[config.mk]
export PLATFORM = sky130hd
export DESIGN_NAME = hvm_route_ctrl
export DESIGN_NICKNAME = d
export VERILOG_FILES = /design/src/hvm_pkg.sv /design/src/hvm_route_ctrl.sv
export SDC_FILE = /design/constraint.sdc
export NUM_CORES = 1
export LEC_CHECK = 0
export ABC_AREA = 1
export BUFFER_PORTS_ARGS = -buffer_cell sky130_fd_sc_hd__buf_2
export CORE_MARGIN = 3
export CORE_UTILIZATION = 49
export DETAILED_ROUTE_END_ITERATION = 8
export PLACE_DENSITY = 0.81
export SLEW_MARGIN = 20
export SYNTH_ARGS = -nofsm -noshare
export SYNTH_HDL_FRONTEND = slang
export SYNTH_SLANG_ARGS = --single-unit
[constraint.sdc]
create_clock -name clk -period 1.7 [get_ports clk]
set_input_delay 0.34 -clock clk [delete_from_list [all_inputs] [get_ports clk]]
set_output_delay 0.34 -clock clk [all_outputs]
set_load 0.1 [all_outputs]
[src/hvm_pkg.sv]
// Functional notes
// - after reset measurement is off, switch open, both pins keep ordinary functions
// - enable bit set closes switch only in normal mode, open otherwise
// - leaving normal mode opens switch but keeps the enable setting
// - with measurement on, pulls of both pins are off, inputs gated
// - pull, second wake and gpio settings ignored yet still stored
// - wake flags and level status not updated from the two pins
// - sleep with only pin wake sources sets spi fault, enters restart
// - fail output, its test drive, gpio and pin wake are unavailable
// - changing gpio configuration while measuring sets spi fault
// - enable write refused with spi fault unless shared pin is off
// - fail-safe entry keeps configuration but holds switch open
// - pin wake enables stay writable but are ignored while measuring
package hvm_pkg;
  localparam logic [2:0] HVM_MODE_NORMAL = 3'h0;
  localparam logic [2:0] HVM_MODE_STOP = 3'h1;
  localparam logic [2:0] HVM_MODE_SLEEP = 3'h2;
  localparam logic [2:0] HVM_MODE_RESTART = 3'h3;
  localparam logic [2:0] HVM_MODE_FAILSAFE = 3'h4;
  localparam logic [2:0] HVM_GPIO_OFF = 3'h4;
  localparam logic [2:0] HVM_GPIO_RST = 3'h4;
  localparam logic [1:0] HVM_PULL_RST = 2'h0;
  localparam logic [1:0] HVM_WAKE2_RST = 2'h0;
  localparam logic HVM_MEAS_RST = 1'h0;
endpackage

[src/hvm_route_ctrl.sv]
`timescale 1ns/1ps
module hvm_route_ctrl
  import hvm_pkg::*;
(
  // clock and reset
  input wire logic clk,
  input wire logic reset_n,
  // mode state from the mode machine
  input wire logic [2:0] mode,
  input wire logic sleep_cmd,
  input wire logic other_wake_src,
  // configuration writes
  input wire logic meas_wr,
  input wire logic meas_wdata,
  input wire logic gpio_wr,
  input wire logic [2:0] gpio_wdata,
  input wire logic pull_wr,
  input wire logic [1:0] pull_wdata,
  input wire logic wake2_wr,
  input wire logic [1:0] wake2_wdata,
  input wire logic wake_en_wr,
  input wire logic wake_en_wdata,
  input wire logic fail_output_test_drive,
  // raw pin-side events from the front ends
  input wire logic sense_wake_evt,
  input wire logic gpio_wake_evt,
  input wire logic sense_level,
  // outputs
  output logic measure_path_enable,
  output logic measure_route_switch,
  output logic [2:0] gpio_config,
  output logic [1:0] sense_pull_config,
  output logic [1:0] wake_control_second,
  output logic sense_wake_enable,
  output logic [1:0] pull_active,
  output logic fail_out_active,
  output logic gpio_func_active,
  output logic sense_wake_set,
  output logic gpio_wake_set,
  output logic level_update,
  output logic level_value,
  output logic spi_fault,
  output logic restart_req
);
  typedef struct packed {
    logic meas;
    logic sw;
    logic [2:0] gpio;
    logic [1:0] pull;
    logic [1:0] wake2;
    logic wken;
    logic [1:0] pact;
    logic fo;
    logic gact;
    logic swk;
    logic gwk;
    logic lvu;
    logic lvv;
    logic fault;
    logic rst;
    logic [1:0] swsync;
    logic [1:0] gwsync;
    logic [1:0] lvsync;
  } hvm_state_s;

  hvm_state_s st;
  hvm_state_s next_st;

  // ---------------------------------------------------
  // next state
  // ---------------------------------------------------
  always_comb begin
    next_st = st;
    next_st.fault = 1'b0;
    next_st.rst = 1'b0;
    // pin levels are asynchronous: stage one feeds stage two only,
    // so a metastable first stage never reaches the logic
    next_st.swsync = {st.swsync[0], sense_wake_evt};
    next_st.gwsync = {st.gwsync[0], gpio_wake_evt};
    next_st.lvsync = {st.lvsync[0], sense_level};
    // settings are always stored, even while measuring
    if (pull_wr) begin
      next_st.pull = pull_wdata;
    end
    if (wake2_wr) begin
      next_st.wake2 = wake2_wdata;
    end
    if (wake_en_wr) begin
      next_st.wken = wake_en_wdata;
    end
    if (gpio_wr) begin
      next_st.gpio = gpio_wdata;
      if (st.meas && gpio_wdata != st.gpio) begin
        next_st.fault = 1'b1;
      end
    end
    if (meas_wr) begin
      if (meas_wdata && st.gpio != HVM_GPIO_OFF) begin
        next_st.fault = 1'b1;
      end else begin
        next_st.meas = meas_wdata;
      end
    end
    // sleep with only pin wake sources cannot leave sleep again
    if (sleep_cmd && st.meas && !other_wake_src) begin
      next_st.fault = 1'b1;
      next_st.rst = 1'b1;
    end
    // mode leaving normal opens switch, setting kept
    next_st.sw = next_st.meas && (mode == HVM_MODE_NORMAL);
    next_st.pact = next_st.meas ? 2'h0 : next_st.pull;
    next_st.fo = !next_st.meas && !fail_output_test_drive ? 1'b0 :
                 !next_st.meas;
    next_st.gact = !next_st.meas && next_st.gpio != HVM_GPIO_OFF;
    next_st.swk = !st.meas && st.wken && st.swsync[1];
    next_st.gwk = !st.meas && st.gwsync[1];
    next_st.lvu = !st.meas;
    next_st.lvv = st.meas ? st.lvv : st.lvsync[1];
  end

  always_ff @(posedge clk or negedge reset_n) begin
    if (!reset_n) begin
      st <= '0;
      st.meas <= HVM_MEAS_RST;
      st.gpio <= HVM_GPIO_RST;
      st.pull <= HVM_PULL_RST;
      st.wake2 <= HVM_WAKE2_RST;
    end else begin
      st <= next_st;
    end
  end

  assign measure_path_enable = st.meas;
  assign measure_route_switch = st.sw;
  assign gpio_config = st.gpio;
  assign sense_pull_config = st.pull;
  assign wake_control_second = st.wake2;
  assign sense_wake_enable = st.wken;
  assign pull_active = st.pact;
  assign fail_out_active = st.fo;
  assign gpio_func_active = st.gact;
  assign sense_wake_set = st.swk;
  assign gpio_wake_set = st.gwk;
  assign level_update = st.lvu;
  assign level_value = st.lvv;
  assign spi_fault = st.fault;
  assign restart_req = st.rst;

  // ---------------------------------------------------
  // checks
  // ---------------------------------------------------
  sw_mode_gate_a: assert property (@(posedge clk) disable iff (!reset_n)
    st.sw |-> $past(mode) == HVM_MODE_NORMAL)
    else $error("switch closed outside normal mode");
  sw_follows_a: assert property (@(posedge clk) disable iff (!reset_n)
    (st.meas && mode == HVM_MODE_NORMAL && !meas_wr) |=> st.sw)
    else $error("switch did not close");
  keep_cfg_a: assert property (@(posedge clk) disable iff (!reset_n)
    (st.meas && mode != HVM_MODE_NORMAL && !meas_wr) |=> st.meas && !st.sw)
    else $error("config lost or switch closed");
  fs_open_a: assert property (@(posedge clk) disable iff (!reset_n)
    (mode == HVM_MODE_FAILSAFE) |=> !st.sw)
    else $error("switch closed in fail-safe");
  pull_off_a: assert property (@(posedge clk) disable iff (!reset_n)
    st.meas |-> st.pact == 2'h0)
    else $error("pull active while measuring");
  no_wake_a: assert property (@(posedge clk) disable iff (!reset_n)
    st.meas |=> !st.swk && !st.gwk && !st.lvu)
    else $error("wake updated while measuring");
  sleep_fault_a: assert property (@(posedge clk) disable iff (!reset_n)
    (sleep_cmd && st.meas && !other_wake_src) |=> st.fault && st.rst)
    else $error("sleep conflict not flagged");
  refuse_a: assert property (@(posedge clk) disable iff (!reset_n)
    (meas_wr && meas_wdata && !st.meas && st.gpio != HVM_GPIO_OFF) |=> !st.meas && st.fault)
    else $error("enable not refused");
  gpio_fault_a: assert property (@(posedge clk) disable iff (!reset_n)
    (gpio_wr && st.meas && gpio_wdata != st.gpio) |=> st.fault)
    else $error("gpio change not flagged");
  fo_off_a: assert property (@(posedge clk) disable iff (!reset_n)
    st.meas |-> !st.fo && !st.gact)
    else $error("fail output alive while measuring");
  // stored settings and gated pin paths
  reset_state_a: assert property (@(posedge clk) disable iff (!reset_n)
    $rose(reset_n) |-> !st.meas && !st.sw && st.gpio == HVM_GPIO_RST)
    else $error("wrong state after reset");
  pull_store_a: assert property (@(posedge clk) disable iff (!reset_n)
    pull_wr |=> st.pull == $past(pull_wdata))
    else $error("pull setting not stored");
  wake2_store_a: assert property (@(posedge clk) disable iff (!reset_n)
    wake2_wr |=> st.wake2 == $past(wake2_wdata))
    else $error("second wake setting not stored");
  gpio_store_a: assert property (@(posedge clk) disable iff (!reset_n)
    gpio_wr |=> st.gpio == $past(gpio_wdata))
    else $error("gpio setting not stored");
  wken_store_a: assert property (@(posedge clk) disable iff (!reset_n)
    wake_en_wr |=> st.wken == $past(wake_en_wdata))
    else $error("wake enable not stored");
  wken_ignored_a: assert property (@(posedge clk) disable iff (!reset_n)
    (st.meas && st.wken) |=> !st.swk)
    else $error("wake enable honoured while measuring");
  level_hold_a: assert property (@(posedge clk) disable iff (!reset_n)
    st.meas |=> st.lvv == $past(st.lvv))
    else $error("level status updated while measuring");
  sleep_ok_a: assert property (@(posedge clk) disable iff (!reset_n)
    (sleep_cmd && other_wake_src) |=> !st.rst)
    else $error("restart without sleep conflict");
endmodule

Yosys cells after proc, flatten, opt, wreduce, memory -nomap -nowiden
Index checks and enable logic that the tools add are counted.
Word-level totals
  register bits: 26
  latch bits: 0
  memory bits (writable): 0
  bits in read-only memories: 0
  output and inout bits: 20
  logic and storage cells: 47
  memories: 0
Cells by class
  add/sub/neg operators: 0
  multiply operators: 0
  divide/modulo/power cells: 0
  $lt $le $gt $ge: 0
  equality and inequality tests: 3
  shift-type cells: 0
  multiplexer cells: 11
  bitwise operators: 0
  reductions and logical operators: 15
Operators by type and width (count)
  $logic_and A1 B1 Y1: 10
  $mux W1: 7
  $mux W2: 3
  $ne A3 B3 Y1 const B: 2
  $logic_not A1 Y1: 4
  $logic_not A3 Y1: 1
  $mux W3: 1
  $ne A3 B3 Y1: 1

Longest topological paths before layout
Gate-level depths: netlist (run 1).
  depth in word-level cells: 7
  gate-level depth with buffers: 6
  gate-level depth less buffers: 6

Worst setup path after synthesis (run 1)
Ideal clock, no wire load.
  kind: register to register
  from: register st (netlist bit measure_path_enable)
  to: register st (netlist bit gpio_func_active)
  library setup time: 0.113 ns
  arrival time: 1.442 ns
  required time: 1.587 ns
  slack: 0.145 ns
  cell stages (with the launch flop): 6
  period minus slack after synthesis: 1.555 ns
  path through: dfrtp_1 -> inv_1 -> nand2_2 -> nand2_2 -> nand2_1 -> inv_1
RTL lines
  from (decl): line hvm_route_ctrl.sv:66  | hvm_state_s st;
  from (signal assigned): line hvm_route_ctrl.sv:129  | st <= next_st;

Final worst setup path (run 1)
  from: register st (netlist bit measure_path_enable)
  to: output measure_path_enable
RTL lines
  to (decl): line hvm_route_ctrl.sv:29  | output logic measure_path_enable,
No word-level cell between the ends.

==> impl_results.md, run 1 <==
- Int Pwr: 991 uW
- Critical path depth: 1
- DRC: 0
- Largest net degree at the start of global routing: 27
- Setup-failing EPs final: 0
- Layout fillers: 158
- RSZ-0062 raised after global routing: false
- Gpl congestion: between 0.7 and 0.8
- H-tree levels: 1
- Final ANT Viol Nets: 0
- Share of cells above drive strength 1: between 30% and 40%
- PD cells: ~1300 nW/um^2
- Die extent in y: about 52 um
- Cell Chain, Critical Path: buf_2
- Drt via density: 4.68
- CTS tree: done
- Router iterations before antenna repair: 2
- Detailed Place HPWL: 1500 um
- Critical path startpoint category: flip-flop
- Combinational share of power: 31.2%
- Rel. slew slack: 62.9%
- Critical-path top delay cell: dfrtp_1
- DIE AREA: about 2700 um^2
- Post-synthesis net count: 129
- CP arrival: 1.26 ns
- Area of the multi-input gates: 238 um^2
- # rows: 15
- CTS Buffer Depth: 2
- Worst Clk Skew: 0.0159 ns
- Register area share after synthesis: 63.4%
- Commonest non-fill, non-tap cell in the layout: buf_2
- Status: complete, no violations
- Flop pwr share: 43.2%
- Max-cap check violation count: 0
- Clock slew at reported path FFs: 0.14 ns
- Pre-CTS setup slack: 0.381 ns
- Total GRT Usage: ~16%
- Final Core Density: 68.8%
- Drt first-iter violations: 3
- Syn_area_per_cell: 9.89 um^2
- Num CTS Buffers: 3
- Final hold vios: 0
- Tmin final: 1.60 ns
- IO Pins: between 40 and 50
- First-pass GRT wire length: 3170 um
- Final Routed Wirelength: 1900 um
- Critical-path maximum fanout: 7
- Vias in the first global route: 831
- Worst Tran Pin Value: between 0.5 and 0.6 ns
- Peak Freq: 625 MHz
- Critical path class: flip-flop to primary output
- PortBufs: 44
- Ratio of final minimum period to clock period: 94.1%
- Clock share of power: between 20% and 30%
- Leak: around 0.00073 uW
- Congestion Overflow GR: 0
- Switching share of total power: 38.4%
- Worst setup EP type: primary output
- Reg area: 652 um^2
- TritonCTS Sinks: 26
- WHS Path Cells: 1
- Drt wl/cell: roughly 11 um
- Starting Density: 55.4%
- P_sw: 619 uW
- Yosys warns: 0
- Synthesized cell area: 1030 um^2
- Synth Instances: 104
- Final std cells w/o fill: 169
- Power Total: 1610 uW
- CTS Root Buffer Type: clkbuf_4
- Netlist cell types: 15
- Max Slew Vio Count: 0
- Initial antenna violation count: 0
- Number of antenna diodes: 0
- Vias: 791
- Worst Slack Setup Final: 0.0999 ns
- Worst EP required: between 1 and 1.5 ns
- Core area: between 1500 and 2000 um^2
- Worst path bufs/invs: 1
- Reg2reg path depth: 5
- Synthesized flop and latch total: 26
- Worst-Skew Late Latency: 0.32 ns
- Max VDD drop: about 0.76 mV
- Setup Total Neg Slack: 0 ns
- Critical Path Max Stage Delay: 0.47 ns
- Final net count: 170
- Die X: 51.8 um
- Synth-to-Final Area Change: 24.2%
- CP top delay family: flip-flops
- Placed Cells: 164
- Worst hold path type: input pin to flip-flop
- Most frequent cells in the layout: 43 x buf_2, 27 x nand2_1, 25 x dfrtp_1
==> worst paths after layout <==
check,start,slack [ns],endpoint
worst min register to register,next_st[1],0.37,st[1]
worst max register to register,gpio_config[2],0.64,gpio_func_active
max in group asynchronous,reset_n,0.78,st[3]
worst max-delay path,measure_path_enable,0.1,measure_path_enable
worst min-delay path,sense_level,0.11,next_st[1]
min in group asynchronous,reset_n,0.53,sense_pull_config[0]
==> Yosys cell counts <==
| cell type | n | area (um^2) |
|---|---|---|
| nand2_1 | 27 | 101 |
| dfrtp_1 | 25 | 626 |
| inv_1 | 18 | 67.6 |
| buf_4 | 9 | 67.6 |
| nor2_1 | 6 | 22.5 |
| a21oi_1 | 3 | 15.0 |
| mux2_2 | 3 | 33.8 |
| nand3_1 | 3 | 15.0 |
| o21ai_0 | 3 | 15.0 |
| nand2_2 | 2 | 12.5 |
| a21boi_0 | 1 | 7.51 |
| dfstp_2 | 1 | 26.3 |
| inv_2 | 1 | 3.75 |
| o21ai_2 | 1 | 8.76 |
| or3_1 | 1 | 6.26 |
==> power by group through the flow <==
stage	sequential, uW	clock, uW	combinational (uW)
final	695	412	503
after global routing	702	445	527
after CTS	696	422	506
after detailed placement	707	0	502
after global placement	705	0	496
after floorplan	873	0	261
==> metal layers <==
layer	wire [um]	up-vias	part of all wire, %	GRT usage, %
met4	14	0	0.74	3.93
met3	175	2	9.2	6.30
met2	976	31	51	31.6
met5	0	-	0	0
met1	737	372	39	15.3
li1	-	386	-	-
==> area by class of cell <==
| cell class | count | area share [%] |
|---|---|---|
| repair buffers | 45 | 18.2 |
| clock inverters | 1 | 2.35 |
| inverters | 19 | 5.58 |
| clock buffers | 3 | 1.76 |
| multi-input cells | 50 | 18.6 |
| well taps | 25 | 2.45 |
| flip-flops and latches | 26 | 51.0 |
==> kinds of logic after synthesis <==
| group | synth area share [%] |
|---|---|
| AO/OA/AOI/OAI | 4.50 |
| buffers and inverters | 13.5 |
| flip-flops | 63.4 |
| multiplexers | 3.28 |
| AND/OR/NAND/NOR | 15.3 |
==> what timing repair did <==
action | 4_1_cts | 5_1_grt
endpoints found under the setup margin | 1 | 0
resized for setup | 1 | 0
hold buffers | 1 | 0
hold endpoints to repair | 14 | 0
buffers inserted | 0 | 0
==> flip-flops by register name, summed over array words and instances, names as in the netlist <==
register	flops
measure_path_enable	1
gpio_func_active	1
level_update	1
pull_active	2
fail_out_active	1
gpio_config	3
sense_wake_set	1
st	3
gpio_wake_set	1
sense_pull_config	2
wake_control_second	2
restart_req	1
sense_wake_enable	1
level_value	1
next_st	3
measure_route_switch	1
spi_fault	1
==> stage by stage <==
stage          cell area, um^2  hold slack (ns)
4_1_cts                   1280            0.104
3_5_place_dp              1210            0.337
2_1_floorplan             1030           0.0444
6_report                  1280            0.111
5_1_grt                   1280           0.0931
3_3_place_gp              1210            0.333
(Power assumes the default switching activity.)
==> run 2, diff against run 1 <==
--- a/config.mk
+++ b/config.mk
@@ -11,6 +11,7 @@
 export CORE_UTILIZATION = 49
 export DETAILED_ROUTE_END_ITERATION = 8
 export PLACE_DENSITY = 0.81
+export RECOVER_POWER = 50
 export SLEW_MARGIN = 20
 export SYNTH_ARGS = -nofsm -noshare
 export SYNTH_HDL_FRONTEND = slang
==> impl_results.md, run 2 (same netlist as run 1, synthesis figures left out) <==
- Status: complete, no violations
- Starting Density: 55.4% (unchanged)
- Worst Tran Pin Value: 0.620 ns (+0.0629 ns)
- Setup-failing EPs final: 0 (unchanged)
- Max VDD drop: 0.760 mV (about the same)
- Rel. slew slack: 58.7% (-4.2 points)
- Setup Total Neg Slack: 0 ns (unchanged)
- Clock slew at reported path FFs: 0.14 ns (about the same)
- CTS Buffer Depth: 2 (unchanged)
- PD cells: 1260 nW/um^2 (about the same)
- Max Slew Vio Count: 0 (unchanged)
- Final hold vios: 0 (unchanged)
- WHS: 0.111 ns (+0.00000300 ns)
- Drt wl/cell: 11.3 um (about the same)
- Initial antenna violation count: 0 (unchanged)
- DRC: 0 (unchanged)
- Worst Clk Skew: 0.0158 ns (-0.000142 ns)
- Layout fillers: 158 (unchanged)
- Total GRT Usage: 16.1% (unchanged)
- Clock share of power: 25.6% (about the same)
- Gpl congestion: 0.736 (unchanged)
- Congestion Overflow GR: 0 (unchanged)
- CTS Root Buffer Type: clkbuf_4
- CTS tree: done
- CP top delay family: flip-flops
- H-tree levels: 1 (unchanged)
- Area post-placement: 1210 um^2 (unchanged)
- Critical path startpoint category: flip-flop
- CP arrival: 1.26 ns (about the same)
- # rows: 15 (unchanged)
- Combinational share of power: 31.2% (about the same)
- Final ANT Viol Nets: 0 (unchanged)
- Worst-Skew Late Latency: 0.32 ns (about the same)
- Die X: 51.8 um (unchanged)
- Final net count: 170 (unchanged)
- Num CTS Buffers: 3 (unchanged)
- Peak Freq: 624 MHz (-0.15%)
- DIE AREA: 2680 um^2 (unchanged)
- RSZ-0062 raised after global routing: false
- Critical-path top delay cell: dfstp_1
- Most frequent cells in the layout: 42 x buf_2, 27 x nand2_1, 25 x dfrtp_1
- Worst hold path type: input pin to flip-flop
- TritonCTS Sinks: 26 (unchanged)
- Leak: 0.000735 uW (about the same)
- Drt first-iter violations: 3 (unchanged)
- Commonest non-fill, non-tap cell in the layout: buf_2
- PortBufs: 44 (unchanged)
- Tmin final: 1.60 ns (+0.00237 ns)
- Final Routed Wirelength: 1900 um (about the same)
- Detailed Place HPWL: 1500 um (unchanged)
- Critical path class: flip-flop to primary output
- Vias: 791 (unchanged)
- Core area: 1860 um^2 (unchanged)
- Largest net degree at the start of global routing: 27 (unchanged)
- Ratio of final minimum period to clock period: 94.3% (+0.14 points)
- Drt via density: 4.68 (unchanged)
- Max-cap check violation count: 0 (unchanged)
- Vias in the first global route: 831 (unchanged)
- Flop pwr share: 43.2% (about the same)
- Die extent in y: 51.8 um (unchanged)
- Critical-path maximum fanout: 5 (-2)
- Cell Chain, Critical Path: buf_4
- Number of antenna diodes: 0 (unchanged)
- Post-route cell area: 1280 um^2 (unchanged)
- P_sw: 619 uW (about the same)
- Int Pwr: 990 uW (about the same)
- Share of cells above drive strength 1: 38.2% (-0.69 points)
- Worst path bufs/invs: 1 (unchanged)
- Critical Path Max Stage Delay: 0.62 ns (+0.15 ns)
- Synth-to-Final Area Change: 24.2% (unchanged)
- Worst setup EP type: primary output
- Router iterations before antenna repair: 2 (unchanged)
- Switching share of total power: 38.5% (about the same)
- First-pass GRT wire length: 3170 um (unchanged)
- IO Pins: 45 (unchanged)
- Worst EP required: 1.36 ns (about the same)
-- run 2: cell count changes in the layout (fill, tap and decap cells not counted) --
cell / previous run / this run
buf_2: 43 / 42
clkbuf_2: 0 / 1
dfstp_2: 1 / 0
dfstp_1: 0 / 1
-- run 2: power by group through the flow --
stage | sequential, uW | combinational, uW | clock (uW)
floorplan | 873 | 261 | 0
global placement | 705 | 496 | 0
detailed placement | 707 | 502 | 0
CTS | 696 | 506 | 422
global route | 701 | 526 | 445
finish | 694 | 503 | 412
-- run 2: timing repair --
action	4_1_cts	5_1_grt
endpoints found under the setup margin	1	0
buffers inserted	0	0
gates resized for setup	1	0
endpoints found under the hold margin	14	0
hold buffers	1	0
-- run 2: worst paths after layout --
kind                                startpoint  slack [ns]                    to  depth (start not counted)
worst max-delay path            gpio_config[2]         0.1        gpio_config[2]                          1
min in group asynchronous              reset_n        0.56  sense_pull_config[0]                          2
worst min register to register      next_st[1]        0.37                 st[1]                          0
max in group asynchronous              reset_n        0.73                 st[3]                          2
worst max register to register  gpio_config[2]        0.60      gpio_func_active                          5
worst min-delay path               sense_level        0.11            next_st[1]                          1
-- run 2: layout make-up --
| class | count | area, um^2 | area share (%) |
|---|---|---|---|
| Tap cell | 25 | 31.3 | 2.45 |
| Timing Repair Buffer | 45 | 233 | 18.2 |
| Clock buffer | 3 | 22.5 | 1.76 |
| Multi-Input combinational cell | 50 | 238 | 18.6 |
| Sequential cell | 26 | 652 | 51.0 |
| Inverter | 19 | 71.3 | 5.58 |
| Clock inverter | 1 | 30.0 | 2.35 |
-- run 2: metrics by stage --
stage	std cells	total power (uW)	utilization [%]	setup WS (ns)
after CTS	169	1620	68.8	0.0906
final	169	1610	68.8	0.0975
after global routing	169	1670	68.8	0.0363
after detailed placement	164	1210	65.3	0.381
after floorplan	104	1130	-	0.145
after global placement	164	1200	65.3	0.385
-- run 2: per-layer routing --
layer / up-vias / global-route usage (%) / part of all wire [%]
li1: 386 / - / -
met1: 372 / 15.3 / 39
met2: 31 / 31.6 / 51
met3: 2 / 6.30 / 9.0
met4: 0 / 3.93 / 0.74
met5: - / 0 / 0
==> run 3, diff against run 2 <==
--- a/config.mk
+++ b/config.mk
@@ -10,7 +10,7 @@
 export CORE_MARGIN = 3
 export CORE_UTILIZATION = 49
 export DETAILED_ROUTE_END_ITERATION = 8
-export PLACE_DENSITY = 0.81
+export PLACE_DENSITY_LB_ADDON = 0.05
 export RECOVER_POWER = 50
 export SLEW_MARGIN = 20
 export SYNTH_ARGS = -nofsm -noshare
==> impl_results.md, run 3 (same netlist as run 1, synthesis figures left out) <==
- R2R Path Start: gpio_config[0]
- Critical Path Max Stage Delay: 0.47 ns (-0.15 ns)
- Setup-failing EPs final: 0 (unchanged)
- Synth-to-Final Area Change: 20.6%
- Number of antenna diodes: 0 (unchanged)
- CP arrival: 1.25 ns (about the same)
- Post-route cell area: 1240 um^2 (-2.9%)
- Worst path bufs/invs: 1 (unchanged)
- Num CTS Buffers: 3 (unchanged)
- Worst Clk Skew: 0.0104 ns (-0.00539 ns)
- CTS Hold Bufs: 0 (-1)
- Worst setup EP type: primary output
- First-pass GRT wire length: 2930 um (-7.6%)
- Drt first-iter violations: 2 (-1)
- Congestion Overflow GR: 0 (unchanged)
- Hold Path Origin: gpio_wake_evt
- Router iterations before antenna repair: 3 (+1)
- Post-CTS setup buffer count: 0 (unchanged)
- DIE AREA: 2680 um^2 (unchanged)
- TritonCTS Sinks: 26 (unchanged)
- Leak: 0.000715 uW (-2.7%)
- Final Routed Wirelength: 1740 um (-8.7%)
- Area post-placement: 1210 um^2 (unchanged)
- Critical path class: flip-flop to primary output
- Final hold vios: 0 (unchanged)
- WHS Path Cells: 1 (unchanged)
- Final ANT Viol Nets: 0 (unchanged)
- CTS Buffer Depth: 2 (unchanged)
- CTS tree: done
- # rows: 15 (unchanged)
- Rel. slew slack: 14.2% (-45 points)
- Placed Cells: 164 (unchanged)
- CTS resizes: 0 (-1)
- Gpl congestion: 0.710 (-3.6%)
- Total GRT Usage: 14.9% (-1.2 points)
- Starting Density: 55.4% (unchanged)
- Final Core Density: 66.7% (-2.0 points)
- Commonest non-fill, non-tap cell in the layout: buf_2
- Largest net degree at the start of global routing: 27 (unchanged)
- Tmin final: 1.59 ns (-0.0135 ns)
- Most frequent cells in the layout: 42 x buf_2, 27 x nand2_1, 25 x dfrtp_1
- Vias in the first global route: 713 (-14%)
- Drt via density: 4.45 (-5.0%)
- IO Pins: 45 (unchanged)
- Max VDD drop: 0.604 mV (-21%)
- Worst EP required: 1.36 ns (about the same)
- Power Total: 1440 uW (-10%)
- Die X: 51.8 um (unchanged)
- Clock slew at reported path FFs: 0.13 ns (about the same)
- Max Slew Vio Count: 0 (unchanged)
- DRC: 0 (unchanged)
- Worst hold path type: input pin to flip-flop
- Share of cells above drive strength 1: 37.8% (-0.43 points)
- Cell Chain, Critical Path: buf_2
- Max-cap check violation count: 0 (unchanged)
- Worst Tran Pin Value: 1.29 ns (+0.668 ns)
- PD cells: 1160 nW/um^2 (-7.6%)
- Final std cells w/o fill: 168 (-0.59%)
- Setup Total Neg Slack: 0 ns (unchanged)
- Die extent in y: 51.8 um (unchanged)
- Final net count: 169 (-0.59%)
- Ratio of final minimum period to clock period: 93.5% (-0.79 points)
- CP top delay family: flip-flops
- Worst r2r dst: gpio_func_active
- Initial antenna violation count: 0 (unchanged)
- Detailed Place HPWL: 1390 um (-6.8%)
- Peak Freq: 629 MHz (+0.85%)
- Status: complete, no violations
- H-tree levels: 1 (unchanged)
- Reg2reg path depth: 6 (+1)
- Critical-path maximum fanout: 7 (+2)
- Hold worst-path end: next_st[3]
- Critical path startpoint category: flip-flop
- Vias: 747 (-5.6%)
- Core area: 1860 um^2 (unchanged)
- Worst-Skew Late Latency: 0.31 ns (about the same)
- CTS Root Buffer Type: clkbuf_4
- Critical-path top delay cell: dfrtp_1
- RSZ-0062 raised after global routing: false
- Internal reg-to-reg setup slack: 0.64 ns (+0.04 ns)
- Drt wl/cell: 10.3 um (-8.2%)
- PortBufs: 44 (unchanged)
run 3: how the worst max path moves through the flow:
| stage | slack [ns] | depth (start not counted) | start | to |
|---|---|---|---|---|
| 6_report | 0.11 | 1 | measure_path_enable | measure_path_enable |
| 2_1_floorplan | 0.15 | 5 | measure_path_enable | gpio_func_active |
| 4_1_cts | 0.01 | 1 | gpio_config[2] | gpio_config[2] |
| 3_5_place_dp | 0.37 | 1 | gpio_config[2] | gpio_config[2] |
| 3_3_place_gp | 0.38 | 1 | gpio_config[2] | gpio_config[2] |
| 5_1_grt | 0.03 | 1 | measure_path_enable | measure_path_enable |
run 3: final cells by class:
type | count | area [um^2]
flip-flops and latches | 26 | 652
fillers | 169 | 618
multi-input cells | 50 | 238
repair buffers | 44 | 221
inverters | 19 | 71.3
well taps | 25 | 31.3
clock buffers | 4 | 26.3
run 3: where the power goes:
| part | switching (uW) | internal, uW |
|---|---|---|
| registers | 24.0 | 671 |
| clock network | 161 | 91.5 |
| logic | 417 | 79.4 |
run 3: routing by layer:
metal,wire length [um],up-vias,global-route usage (%)
li1,-,382,-
met1,706,339,17.1
met2,884,24,26.7
met3,141,2,4.01
met4,5,0,5.24
met5,0,-,0
run 3: stage by stage:
| step | setup slack (ns) | hold WS (ns) |
|---|---|---|
| after CTS | 0.0101 | 0.00373 |
| after global placement | 0.383 | 0.332 |
| after detailed placement | 0.373 | 0.336 |
| after floorplan | 0.145 | 0.0444 |
| after global routing | 0.0261 | 0.0938 |
| final | 0.111 | 0.125 |
